`config.mk`:
```
export PLATFORM = sky130hd
export DESIGN_NAME = cfc_forward_ctrl
export DESIGN_NICKNAME = d
export VERILOG_FILES = /design/src/rtl/cfc_pkg.sv /design/src/rtl/cfc_forward_ctrl.sv
export VERILOG_INCLUDE_DIRS = /design/src /design/src/rtl
export SDC_FILE = /design/constraint.sdc
export NUM_CORES = 1
export LEC_CHECK = 0
export ABC_CLOCK_PERIOD_IN_PS = 6750
export BUFFER_PORTS_ARGS = -buffer_cell sky130_fd_sc_hd__buf_2
export CAP_MARGIN = 10
export CORE_MARGIN = 5
export CORE_UTILIZATION = 60
export CTS_CLUSTER_DIAMETER = 100
export DETAILED_ROUTE_END_ITERATION = 8
export PLACE_DENSITY = 0.87
export SLEW_MARGIN = 10
export SYNTH_ARGS = -nofsm -noshare
export SYNTH_HDL_FRONTEND = slang
export SYNTH_SLANG_ARGS = --single-unit
```
`constraint.sdc`:
```
create_clock -name CLK -period 6.75 [get_ports CLK]
set_input_delay 1.0125 -clock CLK [delete_from_list [all_inputs] [get_ports CLK]]
set_output_delay 1.0125 -clock CLK [all_outputs]
set_load 0.01 [all_outputs]
```
`src/rtl/cfc_defs.svh`:
```
`ifndef CFC_DEFS_SVH
`define CFC_DEFS_SVH

// Register byte addresses
`define CFC_ADDR_PORTMAP    8'h20
`define CFC_ADDR_MODE       8'h21
`define CFC_ADDR_STATUS     8'h22

// Reset values
`define CFC_RST_PORTMAP     8'hF0
`define CFC_RST_MODE        8'h03
`define CFC_RST_STATUS      8'h00

// forward_port_enable_map fields
`define CFC_OFF_LSB         4
`define CFC_SEL_LSB         0

// forward_mode_control fields
`define CFC_REPL_BIT        7
`define CFC_ASAV_BIT        6
`define CFC_MODE1_LSB       4
`define CFC_MODE0_LSB       2
`define CFC_RR1_BIT         1
`define CFC_RR0_BIT         0

// Status fields
`define CFC_LOST_LSB        2
`define CFC_SYNC_LSB        0

`endif

```
`src/rtl/cfc_pkg.sv`:
```
`default_nettype none
package cfc_pkg;

  typedef enum logic [1:0] {
    CFC_ST_HUNT  = 2'b01,
    CFC_ST_GROUP = 2'b10
  } cfc_state_t;

  typedef enum logic [1:0] {
    CFC_AL_OFF   = 2'b00,
    CFC_AL_BASIC = 2'b01,
    CFC_AL_ILV   = 2'b10,
    CFC_AL_CAT   = 2'b11
  } cfc_align_t;

endpackage : cfc_pkg
`default_nettype wire

```
`src/rtl/cfc_forward_ctrl.sv`:
```
// Overview of operation
// - Receive port 0 forwarding stops while its off bit 4 is 1; resets to 1.
// - Ports 1 to 3 have off bits 5, 6, 7, same polarity, reset 1.
// - Bit n of bits 3:0 routes receive port n to output 0 or 1.
// - Replicate bit 7 copies output 0 stream onto output 1.
// - Synchronized mode holds a line until all mapped enabled ports have data.
// - Send-when-ready bit 6 lets each port's line go as soon as available.
// - Send-when-ready ignored in concatenation, long packets only, both outputs.
// - Output 1 aligned mode bits 5:4: off, basic, interleave, concatenate; reset off.
// - Output 0 aligned mode bits 3:2 uses the same four encodings.
// - Bit 1 enables best-effort round-robin on output 1; resets to 1.
// - Bit 0 enables best-effort round-robin on output 0; resets to 1.
// - Best-effort serves pending mapped sources in rotating round-robin order.
// - Align-lost flag sets only after a good aligned group; clears on read.
//
// Added by the designer: the plain strobed port.
`timescale 1ns/1ns
`default_nettype none
`include "cfc_defs.svh"

module cfc_forward_ctrl (
  input  wire logic              CLK,
  input  wire logic              RSTN,
  input  wire logic [7:0]        ADDR,
  input  wire logic [7:0]        WDATA,
  input  wire logic              WR,
  input  wire logic              RD,
  output logic      [7:0]        RDATA,
  input  wire logic [3:0]        RX_VALID,
  output logic      [3:0]        RX_READY,
  input  wire logic [3:0]        RX_LONG,
  input  wire logic [3:0][15:0]  RX_DATA,
  output logic      [1:0]        OUT_VALID,
  input  wire logic [1:0]        OUT_READY,
  output logic      [1:0]        OUT_LONG,
  output logic      [1:0][1:0]   OUT_SRC,
  output logic      [1:0][15:0]  OUT_DATA
);

  logic [7:0]  map_ff;
  logic [7:0]  mode_ff;
  logic [1:0]  lost_ff;
  logic [1:0]  synced_ff;
  logic [7:0]  rdata_ff;
  logic [7:0]  nxt_map;
  logic [7:0]  nxt_mode;
  logic [1:0]  nxt_lost;
  logic [7:0]  nxt_rdata;
  logic [3:0]  rx_off;
  logic [3:0]  rx_sel;
  logic        repl;
  logic        asav;
  logic [1:0]  lost_set;
  logic [1:0]  slot_free;
  logic        rd_status;
  logic [3:0]  gnt_vec   [2];
  logic        push      [2];
  logic [1:0]  push_src  [2];
  logic        push_long [2];
  logic [15:0] push_data [2];

  assign rx_off    = map_ff[`CFC_OFF_LSB +: 4];
  assign rx_sel    = map_ff[`CFC_SEL_LSB +: 4];
  assign repl      = mode_ff[`CFC_REPL_BIT];
  assign asav      = mode_ff[`CFC_ASAV_BIT];
  assign rd_status = RD && (ADDR == `CFC_ADDR_STATUS);

  // Register file
  always_comb
  begin
    nxt_map   = map_ff;
    nxt_mode  = mode_ff;
    nxt_rdata = 8'h00;
    if (WR && (ADDR == `CFC_ADDR_PORTMAP))
    begin
      nxt_map = WDATA;
    end
    if (WR && (ADDR == `CFC_ADDR_MODE))
    begin
      nxt_mode = WDATA;
    end
    if (RD)
    begin
      case (ADDR)
        `CFC_ADDR_PORTMAP: nxt_rdata = map_ff;
        `CFC_ADDR_MODE:    nxt_rdata = mode_ff;
        `CFC_ADDR_STATUS:  nxt_rdata = {4'h0, lost_ff, synced_ff};
        default:           nxt_rdata = 8'h00;
      endcase
    end
    // A loss landing in the reading cycle survives the clear
    nxt_lost = (lost_ff & ~(rd_status ? 2'b11 : 2'b00)) | lost_set;
  end

  always_ff @(posedge CLK)
  begin
    if (!RSTN)
    begin
      map_ff   <= `CFC_RST_PORTMAP;
      mode_ff  <= `CFC_RST_MODE;
      lost_ff  <= 2'b00;
      rdata_ff <= 8'h00;
    end
    else
    begin
      map_ff   <= nxt_map;
      mode_ff  <= nxt_mode;
      lost_ff  <= nxt_lost;
      rdata_ff <= nxt_rdata;
    end
  end

  assign RDATA = rdata_ff;

  // Disabled ports are drained so their video is dropped, not stalled
  assign RX_READY = rx_off | gnt_vec[0] | gnt_vec[1];

  function automatic logic [2:0] rr_pick(input logic [3:0] req, input logic [1:0] last);
    logic [2:0] res;
    logic [1:0] idx;
    res = 3'b000;
    for (int k = 4; k >= 1; k--)
    begin
      idx = 2'(last + 2'(k));
      if (req[idx])
      begin
        res = {1'b1, idx};
      end
    end
    return res;
  endfunction : rr_pick

  genvar o;
  generate
    for (o = 0; o < 2; o++)
    begin : g_eng
      cfc_pkg::cfc_state_t state_ff;
      cfc_pkg::cfc_state_t nxt_state;
      cfc_pkg::cfc_align_t align;
      logic [1:0]  ptr_ff;
      logic [1:0]  nxt_ptr;
      logic [3:0]  grp_ff;
      logic [3:0]  nxt_grp;
      logic        ok_ff;
      logic        nxt_ok;
      logic        nxt_synced;
      logic        sync_ff;
      logic        lset;
      logic        ovalid_ff;
      logic        olong_ff;
      logic [1:0]  osrc_ff;
      logic [15:0] odata_ff;
      logic [3:0]  member;
      logic [3:0]  cand;
      logic [3:0]  gnt;
      logic [2:0]  pick;
      logic        rr_en;
      logic        can_send;
      logic        take;
      logic        load;

      assign align  = cfc_pkg::cfc_align_t'(o == 0 ? mode_ff[`CFC_MODE0_LSB +: 2]
                                                   : mode_ff[`CFC_MODE1_LSB +: 2]);
      assign rr_en  = mode_ff[o];
      // Engine 1 yields to the copy of engine 0 while replicating
      assign member = (o == 1 && repl) ? 4'h0
                    : (~rx_off & (o == 0 ? ~rx_sel : rx_sel));
      assign cand   = member & RX_VALID;
      assign take   = OUT_READY[o] && (!(repl && o == 0) || OUT_READY[1]);
      assign slot_free[o] = !ovalid_ff || take;
      assign can_send = (repl && o == 0) ? (slot_free[0] && slot_free[1]) : slot_free[o];

      always_comb
      begin
        nxt_state  = state_ff;
        nxt_ptr    = ptr_ff;
        nxt_grp    = grp_ff & member;
        nxt_ok     = ok_ff;
        nxt_synced = sync_ff && (align != cfc_pkg::CFC_AL_OFF);
        lset       = 1'b0;
        gnt  = 4'h0;
        pick = 3'b000;
        if (align != cfc_pkg::CFC_AL_OFF)
        begin
          case (state_ff)
            cfc_pkg::CFC_ST_HUNT:
            begin
              if (member != 4'h0 && cand == member)
              begin
                nxt_grp   = member;
                nxt_state = cfc_pkg::CFC_ST_GROUP;
                // Heads of mixed packet kinds mean the sources drifted apart
                if ((RX_LONG & member) != 4'h0 && (RX_LONG & member) != member)
                begin
                  lset       = ok_ff;
                  nxt_synced  = 1'b0;
                end
              end
              else if (asav && align != cfc_pkg::CFC_AL_CAT)
              begin
                pick = rr_pick(cand & RX_LONG, ptr_ff);
                if (pick[2] && can_send)
                begin
                  gnt[pick[1:0]] = 1'b1;
                  nxt_ptr = pick[1:0];
                end
              end
            end
            cfc_pkg::CFC_ST_GROUP:
            begin
              // Basic, interleave and concatenate all drain the group in port order
              pick = rr_pick(grp_ff & member, 2'b11);
              if (!pick[2])
              begin
                nxt_state = cfc_pkg::CFC_ST_HUNT;
              end
              else if (can_send && RX_VALID[pick[1:0]])
              begin
                gnt[pick[1:0]] = 1'b1;
                nxt_grp[pick[1:0]] = 1'b0;
                if ((grp_ff & member) == (4'h1 << pick[1:0]))
                begin
                  nxt_state  = cfc_pkg::CFC_ST_HUNT;
                  nxt_ok     = 1'b1;
                  nxt_synced = 1'b1;
                end
              end
            end
            default: nxt_state = cfc_pkg::CFC_ST_HUNT;
          endcase
        end
        else
        begin
          nxt_state = cfc_pkg::CFC_ST_HUNT;
          if (rr_en)
          begin
            pick = rr_pick(cand, ptr_ff);
            if (pick[2] && can_send)
            begin
              gnt[pick[1:0]] = 1'b1;
              nxt_ptr = pick[1:0];
            end
          end
        end
      end

      assign lost_set[o]  = lset;
      assign synced_ff[o] = sync_ff;
      assign gnt_vec[o]   = gnt;
      assign push[o]      = gnt != 4'h0;
      assign push_src[o]  = pick[1:0];
      assign push_long[o] = RX_LONG[pick[1:0]];
      assign push_data[o] = RX_DATA[pick[1:0]];
      assign load = (repl && o == 1) ? push[0] : push[o];

      always_ff @(posedge CLK)
      begin
        if (!RSTN)
        begin
          state_ff     <= cfc_pkg::CFC_ST_HUNT;
          ptr_ff       <= 2'b11;
          grp_ff       <= 4'h0;
          ok_ff        <= 1'b0;
          sync_ff      <= 1'b0;
          ovalid_ff    <= 1'b0;
          olong_ff     <= 1'b0;
          osrc_ff      <= 2'b00;
          odata_ff     <= 16'h0000;
        end
        else
        begin
          state_ff     <= nxt_state;
          ptr_ff       <= nxt_ptr;
          grp_ff       <= nxt_grp;
          ok_ff        <= nxt_ok;
          sync_ff      <= nxt_synced;
          if (load)
          begin
            ovalid_ff <= 1'b1;
            olong_ff  <= (repl && o == 1) ? push_long[0] : push_long[o];
            osrc_ff   <= (repl && o == 1) ? push_src[0] : push_src[o];
            odata_ff  <= (repl && o == 1) ? push_data[0] : push_data[o];
          end
          else if (take)
          begin
            ovalid_ff <= 1'b0;
          end
        end
      end

      assign OUT_VALID[o] = ovalid_ff;
      assign OUT_LONG[o]  = olong_ff;
      assign OUT_SRC[o]   = osrc_ff;
      assign OUT_DATA[o]  = odata_ff;

    end
  endgenerate
endmodule : cfc_forward_ctrl
`default_nettype wire

```
==> run metrics <==
status finished clean; clock skew 8.58 ps; Synth Flop Type dfxtp_1; CTS tree done; worst-path cell chain buf_4 -> or3b_1 -> o221ai_2 -> nor4b_4 -> nor3b_2 -> nor2b_1 -> nand2b_1 -> o2111ai_1 -> buf_2; largest cells by area after synthesis dfxtp_1 (27%), mux2i_1 (11%), nand2_1 (5.8%); RePlAce Congestion 1.01; post-synthesis area per instance 8.17 µm²; first-pass GRT wire length 32200 µm; DP Cell Count 1012; Post-DRT Antenna Nets 0; setup tns final 0 ps; RSZ-0062 raised after global routing no; maximum buffer depth of the clock tree 2; Critical path buffers and inverters 2; Reg clk slew, reported paths 90 ps; drc violations 0; Post-Syn Instances 787; CTS sink cnt 86; Die Area 12900 µm²; synthesis-to-layout area growth 13.2%; Gate power share 0.086; portion of netlist area occupied by mux cells 0.153; CP Capture Type primary output; cts hold-fix bufs 0; internal power 0.000770 W; Slew Limit Headroom 0.246; largest family of logic cells by synthesized area compound AO/OA/AOI/OAI gates; # Post-CTS Setup Buffers 0; Netlist cell types 83; dpl hpwl 14300 µm; fin crit share 0.649; sequential fraction of the synthesis area 0.268; XOR/XNOR Fraction of Synth Area 0.00272; CTS H-Tree Depth 3; Period minus WS final 4380 ps; NetSw 0.000248 W; final hold violation count 0; root buf cell clkbuf_8; Initial Util 0.620; Cell Area, Synth 6430 µm²; share of cells above drive strength 1 0.243; pins over their slew limit 0; Post-synth EDFFs 0; WL/cell 19.2 µm; aggregate global-route resource usage 0.302; share of the synthesized area in the top cell type 0.268; max incr delay on CP 930 ps; family with the most delay on the worst path simple AND/OR/NAND/NOR gates; vias per cell 6.56; FF+latch count, synth 86; Rows 37; post-synthesis compound-gate area fraction 0.249; PwrDens 140 nW/µm²; Max Fclk 0.228 GHz; Hold WC Path Type reg -> reg; CP Class reg -> out; Mapped Nets 893; initial detailed-routing violation count 643; CP max-delay cell dfxtp_1; Yosys warning count 0; PortBufs 145; Worst Max-Slew Pin Slew 1130 ps; sequential share of power 0.499; cell taking the most area after synthesis dfxtp_1; DR vias 6739; final setup vio count 0; global route overflow 0; Core ar. 10400 µm²; Crit path required time 5740 ps; Die Width 114 µm; Diodes inserted 0; Max-Cap Viols 0; Clock Power Share 0.415; placed instance area 7050 µm²; Adder-Cell Fraction of Synth Area 0.0233; Simple-Gate Fraction of Synth Area 0.240; critical-path maximum fanout 22; IO Count 146; fillcell total 858; CTS buffer count 9; Worst Setup Start Kind register; number of global-route vias before repair 6518; Worst Path Arrival 3370 ps; fin nets 993; maximum vdd drop 114 µV; Non-Filler Instances 1028; standby leakage power 3.23 nW; Finished Cell Area 7280 µm²; Worst-Skew Late Latency 370 ps; initial antenna violation count 0; Initial DRT Pass Iterations 6; asr flop ratio synth 0; Die Span Y 114 µm; largest net degree at the start of global routing 83; routed wire length 19700 µm; switching part of the total power 0.244; post_cts resized 0
-- power by group through the flow --
stage | clock network (W) | registers [W] | logic (W)
4_1_cts | 0.000420 | 0.000508 | 0.0000859
3_5_place_dp | 0 | 0.000520 | 0.0000853
6_report | 0.000422 | 0.000508 | 0.0000879
3_3_place_gp | 0 | 0.000520 | 0.0000831
2_1_floorplan | 0 | 0.000520 | 0.0000426
5_1_grt | 0.000442 | 0.000508 | 0.0000949
-- layout make-up --
class,count,area [µm²],area share
clock buffers,10,138,0.0189
clock inverters,6,93.8,0.0129
inverters,27,101,0.0139
multi-input cells,614,4300,0.591
flip-flops and latches,86,1720,0.236
well taps,136,170,0.0234
repair buffers,149,756,0.104
-- path summary, 6_finish.rpt --
path	from	to	slack [ps]	cells after the start
worst min-delay path	g_eng[0].olong_ff	g_eng[0].olong_ff	470	2
worst max-delay path	mode_ff[7]	RX_READY[3]	2370	9
worst min register to register	g_eng[0].olong_ff	g_eng[0].olong_ff	470	2
worst max register to register	mode_ff[7]	g_eng[1].odata_ff[1]	2770	8
-- cells in the mapped netlist, drive strengths merged, types with 3 or more instances --
cell and n:
nand2 100, dfxtp 86, mux2i 68, nor2 59, a21oi 38, o21ai 36, buf 35, inv 27
clkbuf 25, nand3 22, nor2b 18, nor3 18, a22oi 17, nand2b 15, o211ai 15, a21boi 13
a31oi 13, o21a 13, ha 12, o22a 12, mux4 10, a211oi 8, or3b 8, a41o 7
mux2 7, nand4bb 7, o221ai 7, and2 6, nor3b 6, nand4 5, or2 5, nor4 4
o2111ai 4, o31ai 4, a211o 3, a221oi 3, a311o 3, and3 3, o221a 3, o22ai 3
-- flip-flops by register name, summed over array words and instances (netlist names) --
| name | flops |
|---|---|
| RDATA | 8 |
| g_eng.grp_ff | 8 |
| g_eng.odata_ff | 32 |
| g_eng.ok_ff | 2 |
| g_eng.olong_ff | 2 |
| g_eng.osrc_ff | 4 |
| g_eng.ovalid_ff | 2 |
| g_eng.ptr_ff | 4 |
| g_eng.state_ff | 4 |
| g_eng.sync_ff | 2 |
| lost_ff | 2 |
| map_ff | 8 |
| mode_ff | 8 |
-- through the flow --
step,utilization,setup WS (ps),total power [W],hold slack (ps)
finish,0.702,2370,0.00102,465
CTS,0.702,2480,0.00101,466
floorplan,-,3010,0.000562,424
detailed placement,0.680,2390,0.000605,453
global route,0.702,2220,0.00105,487
global placement,0.680,2560,0.000603,442
-- cells in the final DEF, fill, tap and decap left out, types with 10 or more instances in the layout --
cell	instances
inv_1	24
nor2b_1	18
mux2i_1	68
o21a_1	13
o22a_1	11
o21ai_0	36
a21boi_0	13
mux4_2	10
nand2b_1	15
a22oi_1	17
a31oi_1	13
a21oi_1	37
dfxtp_1	86
nand3_1	22
nor2_1	58
clkbuf_8	10
ha_1	12
buf_2	145
nand2_1	100
o211ai_1	14
nor3_1	17
-- kinds of logic after synthesis --
| logic type | Yosys count |
|---|---|
| simple gates | 294 |
| compound gates | 221 |
| buf+inv | 87 |
| flops | 86 |
| mux | 85 |
| fa+ha+maj | 12 |
| xor+xnor | 2 |
-- worst reg2reg max path, stage by stage, from the launching register on --
cell and delay, ps:
dfxtp_1 930, buf_4 360, or3b_1 200, o221ai_2 120
nor4b_4 600, o31a_2 990, mux2i_1 330, a22oi_1 100
a41o_1 250
-- routing by layer --
metal / GRT usage / vias up / wire length [µm]
li1: - / 3130 / -
met3: 0.0483 / 70 / 1790
met1: 0.394 / 3120 / 7950
met4: 0.154 / 0 / 763
met2: 0.482 / 419 / 9250
met5: 0 / - / 0
Power figures use the tool's default switching activity.
